**src/lcdi_fifo.sv**
```systemverilog
`default_nettype none
`default_nettype wire

```
**src/lcdi_pkg.sv**
```systemverilog
`default_nettype none
package lcdi_pkg;
	// ----------------------------------------
	// Bus addressing
	// ----------------------------------------
	localparam logic [6:0] ADDR_BASE = 7'h3c;
	localparam logic [3:0] ID_CODE = 4'h5; // Arbitrary identity value
	// ----------------------------------------
	// Command bytes
	// ----------------------------------------
	localparam logic [7:0] CMD_IND_MASK = 8'hfe;
	localparam logic [7:0] CMD_IND = 8'hac;
	localparam logic [7:0] CMD_NOP = 8'he3;
	localparam logic [7:0] CMD_DISP_OFF = 8'hae;
	localparam logic [7:0] CMD_DISP_ON = 8'haf;
	localparam logic [7:0] CMD_ENT_ON = 8'ha5;
	localparam logic [7:0] CMD_ENT_OFF = 8'ha4;
	localparam logic [7:0] CMD_SEG_MASK = 8'hfe;
	localparam logic [7:0] CMD_SEG = 8'ha0;
	localparam logic [7:0] CMD_MUX = 8'ha8;
	localparam logic [7:0] CMD_BIAS_OSC = 8'ha9;
	localparam logic [7:0] CMD_QBIAS_MASK = 8'hfe;
	localparam logic [7:0] CMD_QBIAS = 8'haa;
	localparam logic [7:0] CMD_PHASE = 8'hd4;
	localparam logic [7:0] CMD_OFFSET = 8'hd3;
	localparam logic [7:0] CMD_BGAP = 8'hd6;
	localparam logic [7:0] CMD_SWRST = 8'he2;
	// ----------------------------------------
	// Reset values
	// ----------------------------------------
	localparam logic [6:0] MUX_RST = 7'h41;
	localparam logic [6:0] MUX_ADD = 7'h02;
	localparam logic [2:0] OSC_RST = 3'h3;
	localparam logic [1:0] PHASE_RST = 2'h2;
	localparam logic [1:0] BGAP_RST = 2'h3;
	localparam logic [7:0] BYTE_LAST = 8'h80;
	// Initialisation after reset, in ns and cycles
	localparam int INIT_NS = 10000;
	localparam int CLK_NS = 5;
	localparam int INIT_CYC = (INIT_NS + CLK_NS - 1) / CLK_NS;
	localparam int FIFO_W = 8;
	localparam int FIFO_D = 16;
	typedef enum logic [2:0] {
		ST_IDLE = 3'b000,
		ST_ADDR = 3'b001,
		ST_AACK = 3'b011,
		ST_RX = 3'b010,
		ST_RACK = 3'b110,
		ST_TX = 3'b111,
		ST_TACK = 3'b101
	} lcdi_state_t;
	typedef enum logic [1:0] {
		EX_NONE = 2'b00,
		EX_CMD = 2'b01,
		EX_ARG = 2'b11
	} lcdi_ex_t;
endpackage
`default_nettype wire

```
**src/lcdi_port.sv**
```systemverilog
`default_nettype none
// Operation
// Indicator on takes a mode byte
// Mode byte low bits pick indicator mode
// No-operation byte changes nothing
// Host never sends test-mode bytes
// Display off then entire on: power save
// Mux ratio is field plus two
// Bits 7:5 trim oscillator, default 011
// Quarter-bias bit overrides other bias
// Frame phase field bits 5:4
// Six-bit display offset, reset zero
// Band-gap period code, reset 800 ms
// Host sends only defined commands
// Start: SDA falls while SCL high
// Address pair chosen by select pin
// Acknowledge address and each written byte; a data byte refused by the full queue is not acknowledged
// Control byte carries continuation, select
// Continuation zero: rest is payload
// Data bytes go to RAM, column increments
// Stop: SDA rises while SCL high
// SDA changes only while SCL low
// Read returns one status byte
// Status: busy, map, off, init, id
module lcdi_port (
	input wire logic ref_clk_i,
	input wire logic nrst_i,
	input wire logic scl_i,
	input wire logic sda_i,
	output logic sda_o,
	output logic sda_oe_o,
	input wire logic addr_select_pin_i,
	input wire logic busy_i,
	output logic [7:0] ram_data_o,
	output logic ram_valid_o,
	input wire logic ram_ready_i,
	output logic [7:0] column_o,
	output logic [1:0] ind_mode_o,
	output logic power_save_o,
	output logic sleep_o,
	output logic display_off_flag_o,
	output logic seg_map_flag_o,
	output logic entire_on_o,
	output logic [6:0] mux_ratio_o,
	output logic [1:0] bias_code_o,
	output logic [2:0] temp_coeff_o,
	output logic [2:0] osc_trim_o,
	output logic quarter_bias_o,
	output logic [1:0] static_icon_drive_o,
	output logic [5:0] offset_o,
	output logic [1:0] bgap_code_o
);
	import lcdi_pkg::*;
	// ----------------------------------------
	// Pin synchronisers and edge detection
	// ----------------------------------------
	logic [1:0] scl_s;
	logic [1:0] sda_s;
	logic scl_d;
	logic sda_d;
	logic [1:0] sel_s;
	always_ff @(posedge ref_clk_i) begin
		if (!nrst_i) begin
			scl_s <= 2'h3;
			sda_s <= 2'h3;
			scl_d <= 1'b1;
			sda_d <= 1'b1;
			sel_s <= 2'h0;
		end else begin
			scl_s <= {scl_s[0], scl_i};
			sda_s <= {sda_s[0], sda_i};
			scl_d <= scl_s[1];
			sda_d <= sda_s[1];
			sel_s <= {sel_s[0], addr_select_pin_i};
		end
	end
	logic scl_rise;
	logic scl_fall;
	logic start_cond;
	logic stop_cond;
	assign scl_rise = scl_s[1] && !scl_d;
	assign scl_fall = !scl_s[1] && scl_d;
	assign start_cond = scl_s[1] && scl_d && sda_d && !sda_s[1];
	assign stop_cond = scl_s[1] && scl_d && !sda_d && sda_s[1];
	// ----------------------------------------
	// Bit engine
	// ----------------------------------------
	lcdi_state_t state;
	logic [7:0] shreg;
	logic [7:0] txreg;
	logic [2:0] bitcnt;
	logic ctrl_phase;
	logic cont_bit;
	logic dc_bit;
	logic byte_done;
	logic [7:0] rx_byte;
	logic [7:0] status_byte;
	logic addr_hit;
	logic fifo_ready;
	logic rx_taken;
	assign rx_byte = {shreg[6:0], sda_s[1]};
	assign addr_hit = rx_byte[7:1] == (ADDR_BASE | {6'h00, sel_s[1]});
	// Byte handled on the eighth rising edge of SCL
	assign byte_done = scl_rise && bitcnt == 3'h7;
	always_ff @(posedge ref_clk_i) begin
		if (!nrst_i) begin
			state <= ST_IDLE;
			bitcnt <= 3'h0;
			shreg <= 8'h00;
			txreg <= 8'h00;
			ctrl_phase <= 1'b1;
			cont_bit <= 1'b0;
			dc_bit <= 1'b0;
			rx_taken <= 1'b0;
			sda_oe_o <= 1'b0;
		end else if (start_cond) begin
			state <= ST_ADDR;
			bitcnt <= 3'h0;
			sda_oe_o <= 1'b0;
		end else if (stop_cond) begin
			state <= ST_IDLE;
			sda_oe_o <= 1'b0;
		end else begin
			unique case (state)
			ST_IDLE: begin
				sda_oe_o <= 1'b0;
			end
			ST_ADDR: begin
				if (scl_rise) begin
					shreg <= rx_byte;
					bitcnt <= bitcnt + 3'h1;
				end
				if (byte_done) begin
					state <= addr_hit ? ST_AACK : ST_IDLE;
					ctrl_phase <= 1'b1;
				end
			end
			ST_AACK: begin
				// Drive only after SCL falls so SDA changes while SCL is low
				if (scl_fall && !sda_oe_o) begin
					sda_oe_o <= 1'b1;
				end else if (scl_fall) begin
					sda_oe_o <= 1'b0;
					bitcnt <= 3'h0;
					if (shreg[0]) begin
						state <= ST_TX;
						txreg <= status_byte;
						sda_oe_o <= !status_byte[7];
					end else begin
						state <= ST_RX;
					end
				end
			end
			ST_RX: begin
				if (scl_rise) begin
					shreg <= rx_byte;
					bitcnt <= bitcnt + 3'h1;
				end
				if (byte_done) begin
					state <= ST_RACK;
					rx_taken <= ctrl_phase || !dc_bit || fifo_ready;
					if (ctrl_phase) begin
						cont_bit <= rx_byte[7];
						dc_bit <= rx_byte[6];
						ctrl_phase <= 1'b0;
					end else begin
						ctrl_phase <= cont_bit;
					end
				end
			end
			ST_RACK: begin
				// A data byte the full queue refused is not acknowledged
				if (scl_fall && bitcnt == 3'h0) begin
					sda_oe_o <= rx_taken;
					bitcnt <= 3'h1;
				end else if (scl_fall) begin
					sda_oe_o <= 1'b0;
					bitcnt <= 3'h0;
					state <= ST_RX;
				end
			end
			ST_TX: begin
				if (scl_fall) begin
					txreg <= {txreg[6:0], 1'b0};
					bitcnt <= bitcnt + 3'h1;
					sda_oe_o <= bitcnt != 3'h7 && !txreg[6];
					if (bitcnt == 3'h7) begin
						state <= ST_TACK;
					end
				end
			end
			ST_TACK: begin
				// One status byte per read; then wait for stop
				if (scl_fall) begin
					state <= ST_IDLE;
				end
			end
			default: state <= ST_IDLE;
			endcase
		end
	end
	assign sda_o = 1'b0;
	// ----------------------------------------
	// Byte dispatch
	// ----------------------------------------
	logic pay_strobe;
	logic is_data;
	assign pay_strobe = state == ST_RX && byte_done && !ctrl_phase;
	assign is_data = pay_strobe && dc_bit;
	lcdi_fifo #(
		.W(FIFO_W),
		.D(FIFO_D)
	) i_lcdi_fifo (
		.ref_clk_i(ref_clk_i),
		.nrst_i(nrst_i),
		.in_data_i(rx_byte),
		.in_valid_i(is_data),
		.in_ready_o(fifo_ready),
		.out_data_o(ram_data_o),
		.out_valid_o(ram_valid_o),
		.out_ready_i(ram_ready_i)
	);
	always_ff @(posedge ref_clk_i) begin
		if (!nrst_i) begin
			column_o <= 8'h00;
		end else if (ram_valid_o && ram_ready_i) begin
			column_o <= column_o + 8'h01;
		end
	end
	// ----------------------------------------
	// Command decoder
	// ----------------------------------------
	logic cmd_strobe;
	logic [7:0] pend_cmd;
	lcdi_ex_t ex;
	logic prev_off;
	logic [$clog2(INIT_CYC+1)-1:0] init_cnt;
	assign cmd_strobe = pay_strobe && !dc_bit;
	always_ff @(posedge ref_clk_i) begin
		if (!nrst_i) begin
			ex <= EX_NONE;
			pend_cmd <= 8'h00;
			prev_off <= 1'b0;
			ind_mode_o <= 2'h0;
			power_save_o <= 1'b0;
			display_off_flag_o <= 1'b1;
			seg_map_flag_o <= 1'b1;
			entire_on_o <= 1'b0;
			mux_ratio_o <= MUX_RST;
			bias_code_o <= 2'h0;
			temp_coeff_o <= 3'h0;
			osc_trim_o <= OSC_RST;
			quarter_bias_o <= 1'b0;
			static_icon_drive_o <= PHASE_RST;
			offset_o <= 6'h00;
			bgap_code_o <= BGAP_RST;
			init_cnt <= '0;
		end else begin
			if (init_cnt != INIT_CYC[$bits(init_cnt)-1:0]) begin
				init_cnt <= init_cnt + 1'b1;
			end
			if (cmd_strobe && ex == EX_ARG) begin
				ex <= EX_NONE;
				unique case (pend_cmd)
				CMD_MUX: mux_ratio_o <= {1'b0, rx_byte[5:0]} + MUX_ADD;
				CMD_BIAS_OSC: begin
					osc_trim_o <= rx_byte[7:5];
					temp_coeff_o <= rx_byte[4:2];
					bias_code_o <= rx_byte[1:0];
				end
				CMD_PHASE: static_icon_drive_o <= rx_byte[5:4];
				CMD_OFFSET: offset_o <= rx_byte[5:0];
				CMD_BGAP: bgap_code_o <= rx_byte[1:0];
				default: ind_mode_o <= rx_byte[1:0];
				endcase
			end else if (cmd_strobe) begin
				pend_cmd <= rx_byte;
				// A no-operation byte must not break the save pair
				if (rx_byte != CMD_NOP) begin
					prev_off <= rx_byte == CMD_DISP_OFF;
				end
				if (rx_byte == CMD_ENT_ON && prev_off) begin
					power_save_o <= 1'b1;
				end else if (rx_byte != CMD_NOP) begin
					power_save_o <= 1'b0;
				end
				if ((rx_byte & CMD_IND_MASK) == CMD_IND) begin
					// Off is single byte, on waits for mode
					if (rx_byte[0]) begin
						ex <= EX_ARG;
					end else begin
						ind_mode_o <= 2'h0;
					end
				end else if (rx_byte == CMD_MUX || rx_byte == CMD_BIAS_OSC ||
					rx_byte == CMD_PHASE || rx_byte == CMD_OFFSET ||
					rx_byte == CMD_BGAP) begin
					ex <= EX_ARG;
				end else if ((rx_byte & CMD_QBIAS_MASK) == CMD_QBIAS) begin
					quarter_bias_o <= rx_byte[0];
				end else if (rx_byte == CMD_DISP_OFF) begin
					display_off_flag_o <= 1'b1;
				end else if (rx_byte == CMD_DISP_ON) begin
					display_off_flag_o <= 1'b0;
				end else if (rx_byte == CMD_ENT_ON) begin
					entire_on_o <= 1'b1;
				end else if (rx_byte == CMD_ENT_OFF) begin
					entire_on_o <= 1'b0;
				end else if ((rx_byte & CMD_SEG_MASK) == CMD_SEG) begin
					seg_map_flag_o <= !rx_byte[0];
				end else if (rx_byte == CMD_SWRST) begin
					ind_mode_o <= 2'h0;
					init_cnt <= '0;
				end
			end
		end
	end
	// Sleep when indicator off, standby otherwise
	assign sleep_o = power_save_o && ind_mode_o == 2'h0;
	logic init_pending_flag;
	assign init_pending_flag = init_cnt != INIT_CYC[$bits(init_cnt)-1:0];
	assign status_byte = {busy_i || init_pending_flag, seg_map_flag_o,
		display_off_flag_o, init_pending_flag, ID_CODE};
endmodule
module lcdi_fifo #(
	parameter int W = 8,
	parameter int D = 16
) (
	input wire logic ref_clk_i,
	input wire logic nrst_i,
	input wire logic [W-1:0] in_data_i,
	input wire logic in_valid_i,
	output logic in_ready_o,
	output logic [W-1:0] out_data_o,
	output logic out_valid_o,
	input wire logic out_ready_i
);
	localparam int AW = $clog2(D);
	logic [W-1:0] mem [D];
	logic [AW:0] wp;
	logic [AW:0] rp;
	logic [AW:0] cnt;
	assign cnt = wp - rp;
	assign in_ready_o = cnt != (AW+1)'(D);
	assign out_valid_o = cnt != '0;
	assign out_data_o = mem[rp[AW-1:0]];
	always_ff @(posedge ref_clk_i) begin
		if (in_valid_i && in_ready_o) begin
			mem[wp[AW-1:0]] <= in_data_i;
		end
	end
	always_ff @(posedge ref_clk_i) begin
		if (!nrst_i) begin
			wp <= '0;
			rp <= '0;
		end else begin
			if (in_valid_i && in_ready_o) begin
				wp <= wp + 1'b1;
			end
			if (out_valid_o && out_ready_i) begin
				rp <= rp + 1'b1;
			end
		end
	end
endmodule
`default_nettype wire

```
**config.mk**
```make
export PLATFORM = sky130hd
export DESIGN_NAME = lcdi_port
export DESIGN_NICKNAME = d
export VERILOG_FILES = /design/src/lcdi_fifo.sv /design/src/lcdi_pkg.sv /design/src/lcdi_port.sv
export SDC_FILE = /design/constraint.sdc
export NUM_CORES = 1
export LEC_CHECK = 0
export ABC_CLOCK_PERIOD_IN_PS = 6000
export CAP_MARGIN = 5
export CORE_MARGIN = 8
export CORE_UTILIZATION = 50
export DETAILED_ROUTE_END_ITERATION = 6
export DONT_BUFFER_PORTS = 1
export GPL_TIMING_DRIVEN = 0
export MAX_ROUTING_LAYER = met4
export PLACE_DENSITY = 0.67
export SLEW_MARGIN = 20
export SYNTH_ARGS = -nofsm -noshare
export SYNTH_HDL_FRONTEND = slang
export SYNTH_HIERARCHICAL = 1
export SYNTH_SLANG_ARGS = --single-unit
export TNS_END_PERCENT = 10
```
**constraint.sdc**
```tcl
create_clock -name ref_clk_i -period 6 [get_ports ref_clk_i]
set_clock_uncertainty 0.1 [all_clocks]
set_input_delay 1.5 -clock ref_clk_i [delete_from_list [all_inputs] [get_ports ref_clk_i]]
set_output_delay 1.5 -clock ref_clk_i [all_outputs]
set_load 0.005 [all_outputs]
```
==> results.cfg, run 1 <==
[status]
status = completed

[run]
maxCapViolCount = 0

[synthesis]
async_flop_share_pct = 0
ys_ff_latch = 236
syn_nets = 847
netlist_top_cells_area = edfxtp_1 38%, dfxtp_1 21%, mux4_2 8.8%
synth_common_cells = 128 x edfxtp_1, 108 x dfxtp_1, 92 x nand2_1
synth.most_common_cell = edfxtp_1
seq_area_frac_synth_pct = 58.7
synth_cell_type_count = 65
netlist_area_sq_mm = 0.0102
synth_top_area_share_pct = 37.6
synth_edf_count = 128
synth_ff_type = edfxtp_1
yosysTopAreaCell = edfxtp_1
synth_warnings = 6
syn_inst = 821
avgSynthCellArea_sq_um = 12.5

[timing]
maxSlewViolCount = 0
tightest_slew_ns = 0.920
rsz0062_at_grt = no
period_share_pct = 70.3
worst_slack_ns = 1.78
max_clock_freq_mhz = 237
tns_ns = 0
period_needed_ns = 4.22
finalHoldViolCount = 0
setup_violations = 0
slew_headroom_pct = 38.1

[cells_and_area]
layout-drive-gt1-share_pct = 13.3
fin_nets = 878
final_area_sq_mm = 0.0114
n_fill_cell = 1704
synthToLayoutAreaGrowth_pct = 11.2

[routing]
wire_per_inst_microns = 19.4
vias = 6459
drc = 0
ant_nets = 0
finalWirelength_microns = 22200
firstDrtPassIters = 5
avgViaCountPerCell = 5.66
drt-initial-drc-count = 560

[global_route]
use_met1_pct = 22.3
antenna_found_initial = 1
top_usage_layer = met2
track_usage_pct = 17.9
grt_pass1_wl_microns = 35800
use_met3_pct = 3.59
grt_max_degree = 25
grt_use_met2_pct = 28.9
grt_overflow = 0
grt_pass1_vias = 6490

[floorplan]
die_width_microns = 159
die_area_sq_mm = 0.0253
die_h_microns = 159
io_pins = 59
initial_core_util_pct = 50.7
rows = 52
fp.coreArea_sq_mm = 0.0202

[pwr]
power.density_mw_per_mm2 = 315
peakVddDrop_v = 0.000163
leakage_uw = 0.00385

[clock_tree]
cts_hold_buf = 0
clk_latency_ns = 0.51
ctsLongestPathBuffers = 3
cts_setup_buffers = 0
root_buffer = clkbuf_16
cts_resized = 0
cts_tree = built
clkTransAtPathRegs_ns = 0.06
cts_buffers = 25
htreeDepth = 1
clkSinkCount = 236

[worst_setup_path]
cp.required_ns = 4.40
critPathKind = reg -> out
path_max_fanout = 10
cp-start-kind = register
critPathCaptureType = output port
reg2regPathDepth = 9
cp.arrival_ns = 2.62

[worst_hold_path]
hold-path-cell-count = 1
hold_path.class = reg -> reg

[placed_design]
place_congestion = 0.866
detailedPlace.worstSlack_ns = 2.25
port_buffers = 0
placed_cell_area_sq_mm = 0.0106
hpwl_microns = 15100
final cells by class:
cell class	count	area [sq um]	share of cell area, %
diodes	1	2.50	0.0220
plain buffers	48	208	1.82
clock buffers	42	742	6.52
clock inverters	3	17.5	0.154
inverters	20	75.1	0.660
multi-input cells	517	3960	34.8
flip-flops and latches	236	6010	52.8
well taps	270	338	2.97
repair buffers	4	30.0	0.264
state kept, by name, summed over array words and instances (netlist names), 6 cells and up, named ones only:
signal	count
offset_o	6
mux_ratio_o	7
txreg	7
pend_cmd	8
init_cnt	11
shreg	7
column_o	8
i_lcdi_fifo/mem	128
critical path, cell delays in order (launching register included):
cell and delay [ns]:
dfxtp_1 0.30, clkbuf_1 0.27, buf_2 0.41, mux4_2 0.61
mux4_2 0.52
metal layers:
metal	share of wire (%)	up-vias	wire length, microns
met5	0	-	0
met4	2.0	0	435
met3	6.0	29	1340
met2	49	171	10800
met1	43	3181	9640
li1	-	3078	-
worst paths after layout:
kind	slack, ns	endpoint	from
max reg2reg	2.30	i_lcdi_fifo/mem[11][2]	bitcnt[0]
min reg2reg	0.30	sda_s[1]	sda_s[0]
max	1.78	ram_data_o[1]	register
min	0.30	sda_s[1]	sda_s[0]
layout by cell type, fill, tap and decap left out, types with 21 or more instances in the layout:
master     count
mux2i_1       25
nand2_1       92
mux4_2        40
nand3_1       42
nor2_1        35
clkbuf_16     25
o21ai_0       29
edfxtp_1     128
clkbuf_1      41
a21oi_1       21
dfxtp_1      108
where the power goes:
part	leakage [uW]	switching [uW]	internal (uW)
clock	0.000377	579	837
combinational	0.00142	230	211
sequential	0.00205	23.5	1710
metrics by stage:
step	cells	total power [uW]	hold slack, ns	utilization (%)
CTS	1140	3640	0.305	56.4
floorplan	821	2110	0.286	-
finish	1141	3590	0.305	56.4
global placement	1091	2210	0.294	52.4
global route	1141	3730	0.319	56.4
detailed placement	1095	2220	0.291	52.6
cell families after synthesis:
group	Yosys count	share of synthesized area, %
AO/OA/AOI/OAI	116	7.80
XOR/XNOR	26	2.23
adder cells (fa/ha/maj)	19	2.32
buffers and inverters	68	2.76
flip-flops	236	58.7
multiplexers	65	11.3
other	1	0.0367
AND/OR/NAND/NOR	290	14.9
Power figures use the tool's default switching activity.
==> run 2: changes to the inputs <==
--- a/config.mk
+++ b/config.mk
@@ -5,7 +5,8 @@
 export SDC_FILE = /design/constraint.sdc
 export NUM_CORES = 1
 export LEC_CHECK = 0
-export ABC_CLOCK_PERIOD_IN_PS = 6000
+export ABC_AREA = 1
+export ABC_CLOCK_PERIOD_IN_PS = 4200
 export CAP_MARGIN = 5
 export CORE_MARGIN = 8
 export CORE_UTILIZATION = 50
==> constraint.sdc (replaced) <==
create_clock -name ref_clk_i -period 4.2 [get_ports ref_clk_i]
set_clock_uncertainty 0.1 [all_clocks]
set_input_delay 1.05 -clock ref_clk_i [delete_from_list [all_inputs] [get_ports ref_clk_i]]
set_output_delay 1.05 -clock ref_clk_i [all_outputs]
set_load 0.005 [all_outputs]
==> run 2 against run 1 <==
- clock power increased by 56%
- worst setup slack got worse by 1.1 ns
- final cell count increased by 27%
- largest power group unchanged
- final area increased by 3.8%
- routed wire length increased by 17%
- highest routed layer unchanged
- combinational power decreased by 74%
- sequential share of layout area decreased by 1.9 points
- non-clock buffer count increased by 1
- via count increased by 22%
- global-route usage increased by 2.4 points
- total power increased by 33%
==> results.cfg, run 2 <==
[pwr]
comb_power_share_pct = 2.4
clkPwrFrac_pct = 46.3
internal-power_uw = 3810
seq_power_share_pct = 51.2
power.density_mw_per_mm2 = 404
swShare_pct = 20.2
leakage_uw = 0.00424
peakVddDrop_v = 0.000407
p_switching_uw = 965

[worst_hold_path]
hold_end = sda_s[1]
hp-start = sda_s[0]
hold-path-cell-count = 1
hold_path.class = reg -> reg

[routing]
firstDrtPassIters = 5
drt-initial-drc-count = 552
wire_per_inst_microns = 17.9
drc = 0
finalWirelength_microns = 25900
ant_nets = 0
vias = 7868
avgViaCountPerCell = 5.44

[synthesis]
synth_compound_area_share_pct = 12.8
synth_common_cells = 176 x nor2_1, 161 x nand2_1, 128 x edfxtp_1
seq_area_frac_synth_pct = 57.0
netlist_area_sq_mm = 0.0105
synthSimpleGateAreaFrac_pct = 20.7
synth_warnings = 6
ys_ff_latch = 236
netlist_top_cells_area = edfxtp_1 36%, dfxtp_1 21%, nor2_1 6.3%
synth_edf_count = 128
synth_ff_type = edfxtp_1
avgSynthCellArea_sq_um = 9.38
syn_nets = 1149
syn_inst = 1123
synth_cell_type_count = 47
synth_top_area_share_pct = 36.5
synth.most_common_cell = nor2_1
yosysTopAreaCell = edfxtp_1
synth_fa_ha_area_share_pct = 2.26
synth-xor-area-share_pct = 1.08
async_flop_share_pct = 0
muxShareOfSynthArea_pct = 0
synth_top_family_by_area = simple AND/OR/NAND/NOR gates

[worst_setup_path]
r2r_start = bitcnt[0]
critPathMaxStageDelay_ns = 0.54
r2r-end = i_lcdi_fifo/mem[5][1]
critPathCaptureType = output port
path_max_fanout = 10
critPathKind = reg -> out
timing.reg2reg.setup_slack_ns = 0.77
cp-start-kind = register
cp.arrival_ns = 2.42
crit_chain = buf_2 -> buf_1 -> nor2_1 -> o221ai_1 -> nand3_1 -> nand2_1
cp.required_ns = 3.05
reg2regPathDepth = 9
critPathSlowestCell = buf_1

[clock_tree]
clkSinkCount = 236
htreeDepth = 1
cts_setup_buffers = 0
root_buffer = clkbuf_16
ctsLongestPathBuffers = 3
cts_hold_buf = 0
cts_buffers = 24
cts_resized = 0
clkTransAtPathRegs_ns = 0.06
clk_latency_ns = 0.51
cts_tree = built

[timing]
period_share_pct = 85.0
tightest_slew_ns = 0.964
period_needed_ns = 3.57
rsz0062_at_grt = no
slew_headroom_pct = 35.7
tns_ns = 0
setup_violations = 0
max_clock_freq_mhz = 280
finalHoldViolCount = 0
maxSlewViolCount = 0

[floorplan]
die_h_microns = 161
initial_core_util_pct = 50.5
rows = 53
die_area_sq_mm = 0.0260
die_width_microns = 161
io_pins = 59
fp.coreArea_sq_mm = 0.0209

[global_route]
grt_use_met2_pct = 34.0
use_met3_pct = 3.82
grt_pass1_vias = 7615
grt_max_degree = 24
track_usage_pct = 20.3
grt_pass1_wl_microns = 40800
antenna_found_initial = 0
use_met1_pct = 24.3
grt_overflow = 0
top_usage_layer = met2

[cells_and_area]
synthToLayoutAreaGrowth_pct = 12.1
layout-drive-gt1-share_pct = 12.1
most-common-layout-cells = 176 x nor2_1, 161 x nand2_1, 128 x edfxtp_1
final_common_cell = nor2_1
fin_nets = 1179
diodes = 0
final_cells = 1445
largest_register_ffs = 128

[placed_design]
hpwl_microns = 18100
port_buffers = 0
place_congestion = 0.886
dpl.cell_count = 1402

[status]
status = completed

[run]
maxCapViolCount = 0
==> run 2: layout make-up <==
class                   instances  area (sq um)
repair buffers                  4          30.0
inverters                     102           383
fillers                      1870          9080
plain buffers                  49           267
multi-input cells             736          3950
flip-flops and latches        236          6010
clock inverters                10           128
clock buffers                  33           698
well taps                     275           344
==> run 2: worst max-delay path, delay by kind of cell, from the launching register on <==
| family | cells | cell delay, ns |
|---|---|---|
| AND/OR/NAND/NOR | 3 | 0.48 |
| AO/OA/AOI/OAI | 1 | 0.30 |
| flip-flops | 1 | 0.35 |
| buffers and inverters | 2 | 0.78 |
==> run 2: how the worst max path moves through the flow <==
stage	start	endpoint	slack, ns	cells after the start
after global placement	bitcnt[0]	i_lcdi_fifo/mem[11][4]	0.35	9
after floorplan	bitcnt[0]	i_lcdi_fifo/mem[12][0]	1.26	9
after detailed placement	bitcnt[0]	i_lcdi_fifo/mem[5][5]	0.76	9
final	register	ram_data_o[0]	0.63	6
after global routing	bitcnt[0]	i_lcdi_fifo/mem[5][1]	0.40	9
after CTS	register	ram_data_o[3]	0.61	6
==> run 2: stage by stage <==
stage                     hold slack, ns  util [%]  setup WS [ns]  power, uW  area (sq um)
after global routing               0.332      56.5          0.395       4910         11800
after detailed placement           0.311      52.6          0.756       2610         11000
after global placement             0.297      52.1          0.348       2610         10900
final                              0.320      56.5          0.630       4770         11800
after CTS                          0.326      56.5          0.610       4810         11800
after floorplan                    0.290         -           1.26       2570         10500
==> run 2: per-layer routing <==
layer | vias up | part of all wire [%]
met5 | - | 0
met4 | 0 | 2.5
met3 | 49 | 7.0
met2 | 230 | 48
met1 | 3690 | 43
li1 | 3899 | -
==> run 2: logic make-up after synthesis <==
| family | Yosys count |
|---|---|
| AND/OR/NAND/NOR | 479 |
| flip-flops | 236 |
| adder cells (fa/ha/maj) | 19 |
| buffers and inverters | 151 |
| XOR/XNOR | 13 |
| AO/OA/AOI/OAI | 224 |
| other | 1 |
==> run 2: power by group through the flow <==
| stage | Sequential [uW] | Combinational (uW) | Clock (uW) |
|---|---|---|---|
| global placement | 2490 | 114 | 0 |
| detailed placement | 2500 | 115 | 0 |
| floorplan | 2490 | 87.3 | 0 |
| CTS | 2440 | 115 | 2250 |
| finish | 2450 | 115 | 2210 |
| global route | 2450 | 131 | 2330 |
==> run 3: changes to the inputs <==
--- a/config.mk
+++ b/config.mk
@@ -9,12 +9,11 @@
 export ABC_CLOCK_PERIOD_IN_PS = 4200
 export CAP_MARGIN = 5
 export CORE_MARGIN = 8
-export CORE_UTILIZATION = 50
+export CORE_UTILIZATION = 40
 export DETAILED_ROUTE_END_ITERATION = 6
 export DONT_BUFFER_PORTS = 1
 export GPL_TIMING_DRIVEN = 0
-export MAX_ROUTING_LAYER = met4
-export PLACE_DENSITY = 0.67
+export PLACE_DENSITY = 0.56
 export SLEW_MARGIN = 20
 export SYNTH_ARGS = -nofsm -noshare
 export SYNTH_HDL_FRONTEND = slang
==> run 3 against run 2 <==
- critical path depth unchanged
- routed wire length up 9.0%
- sequential power about the same
- critical endpoint is now ram_data_o[4]
- largest cell class unchanged
==> results.cfg, run 3 (synthesized netlist as in run 2, its figures left out) <==
[timing]
tightest_slew_ns = 1.07
period_needed_ns = 3.69
max_clock_freq_mhz = 271
holdWs_ns = 0.307
tns_ns = 0
setup_violations = 0
worst_slack_ns = 0.512
slew_headroom_pct = 28.1
rsz0062_at_grt = no
maxSlewViolCount = 0
period_share_pct = 87.8
finalHoldViolCount = 0

[placed_design]
place_congestion = 0.827
hpwl_microns = 19100
detailedPlace.worstSlack_ns = 0.450
placed_cell_area_sq_mm = 0.0111
dpl.cell_count = 1463
port_buffers = 0

[clock_tree]
cts_buffers = 27
htreeDepth = 1
clkSinkCount = 236
clk_latency_ns = 0.52
cts_setup_buffers = 0
cts_hold_buf = 0
ctsLongestPathBuffers = 3
cts_tree = built
clkTransAtPathRegs_ns = 0.06
root_buffer = clkbuf_16
cts_resized = 0

[cells_and_area]
final_cells = 1512
multi_input_area_sq_mm = 0.00395
diodes = 0
final_common_cell = nor2_1
synthToLayoutAreaGrowth_pct = 13.7
largest_register_ffs = 128
final_area_sq_mm = 0.0120
most-common-layout-cells = 176 x nor2_1, 161 x nand2_1, 128 x edfxtp_1
layout-drive-gt1-share_pct = 12.5
fin_nets = 1183
n_fill_cell = 2452
regArea_sq_mm = 0.00601

[pwr]
leakage_uw = 0.00428
power.density_mw_per_mm2 = 416
peakVddDrop_v = 0.000272

[global_route]
grt_pass1_wl_microns = 44100
use_met1_pct = 23.1
track_usage_pct = 17.8
grt_max_degree = 24
grt_pass1_vias = 7713
use_met3_pct = 3.90
top_usage_layer = met2
grt_use_met2_pct = 29.2
antenna_found_initial = 0
grt_overflow = 0

[worst_setup_path]
cp-start-kind = register
critPathCaptureType = output port
cp.required_ns = 3.05
path_max_fanout = 10
cp.arrival_ns = 2.54
critPathKind = reg -> out

[routing]
avgViaCountPerCell = 5.28
wire_per_inst_microns = 18.7
vias = 7988
finalWirelength_microns = 28300
drt-initial-drc-count = 649
ant_nets = 0
firstDrtPassIters = 5
drc = 0

[floorplan]
die_width_microns = 178
die_h_microns = 178
initial_core_util_pct = 40.6
fp.coreArea_sq_mm = 0.0260
io_pins = 59
die_area_sq_mm = 0.0318
rows = 59

[status]
status = completed

[run]
maxCapViolCount = 0

[worst_hold_path]
hold_path.class = reg -> reg
-- run 3: changes by cell type in the layout (fill, tap and decap cells not counted), sizes merged --
cell,delta
clkinv,+1
bufinv,+1
clkinvlp,+2
buf,+1
clkbuf,+2
-- run 3: final timing paths --
kind,depth (start not counted),slack [ns],start,endpoint
hold / removal,2,0.31,sel_s[0],sel_s[1]
setup / recovery,6,0.51,register,ram_data_o[4]
hold reg to reg,2,0.31,sel_s[0],sel_s[1]
setup reg to reg,9,0.56,bitcnt[0],i_lcdi_fifo/mem[3][7]
-- run 3: worst max-delay path, stage by stage (launching register included) --
cell	delay, ns
dfxtp_1	0.35
buf_2	0.25
clkbuf_1	0.50
o21ai_0	0.18
o221ai_1	0.44
nand3_1	0.17
nand2_1	0.12
-- run 3: area by class of cell --
class	count	area share, %
flip-flops and latches	236	50.1
multi-input cells	736	33.0
clock buffers	35	6.14
well taps	335	3.50
inverters	102	3.20
plain buffers	49	2.22
clock inverters	14	1.49
repair buffers	5	0.313
-- run 3: metal layers --
layer | vias up | wire length [microns]
met4 | 0 | 822
met1 | 3773 | 12300
met3 | 53 | 2260
met2 | 260 | 12800
met5 | - | 0
li1 | 3902 | -
-- run 3: where the power goes --
part	internal, uW	total, uW	switching (uW)
Sequential	2430	2450	18.5
Clock	1480	2420	939
Combinational	33.9	116	81.9
Total	3940	4980	1040
-- run 3: per-stage QoR --
stage | util (%) | power [uW]
6_report | 46.1 | 4980
5_1_grt | 46.1 | 5130
4_1_cts | 46.1 | 5020
3_5_place_dp | 42.6 | 2610
3_3_place_gp | 42.2 | 2610
2_1_floorplan | - | 2570
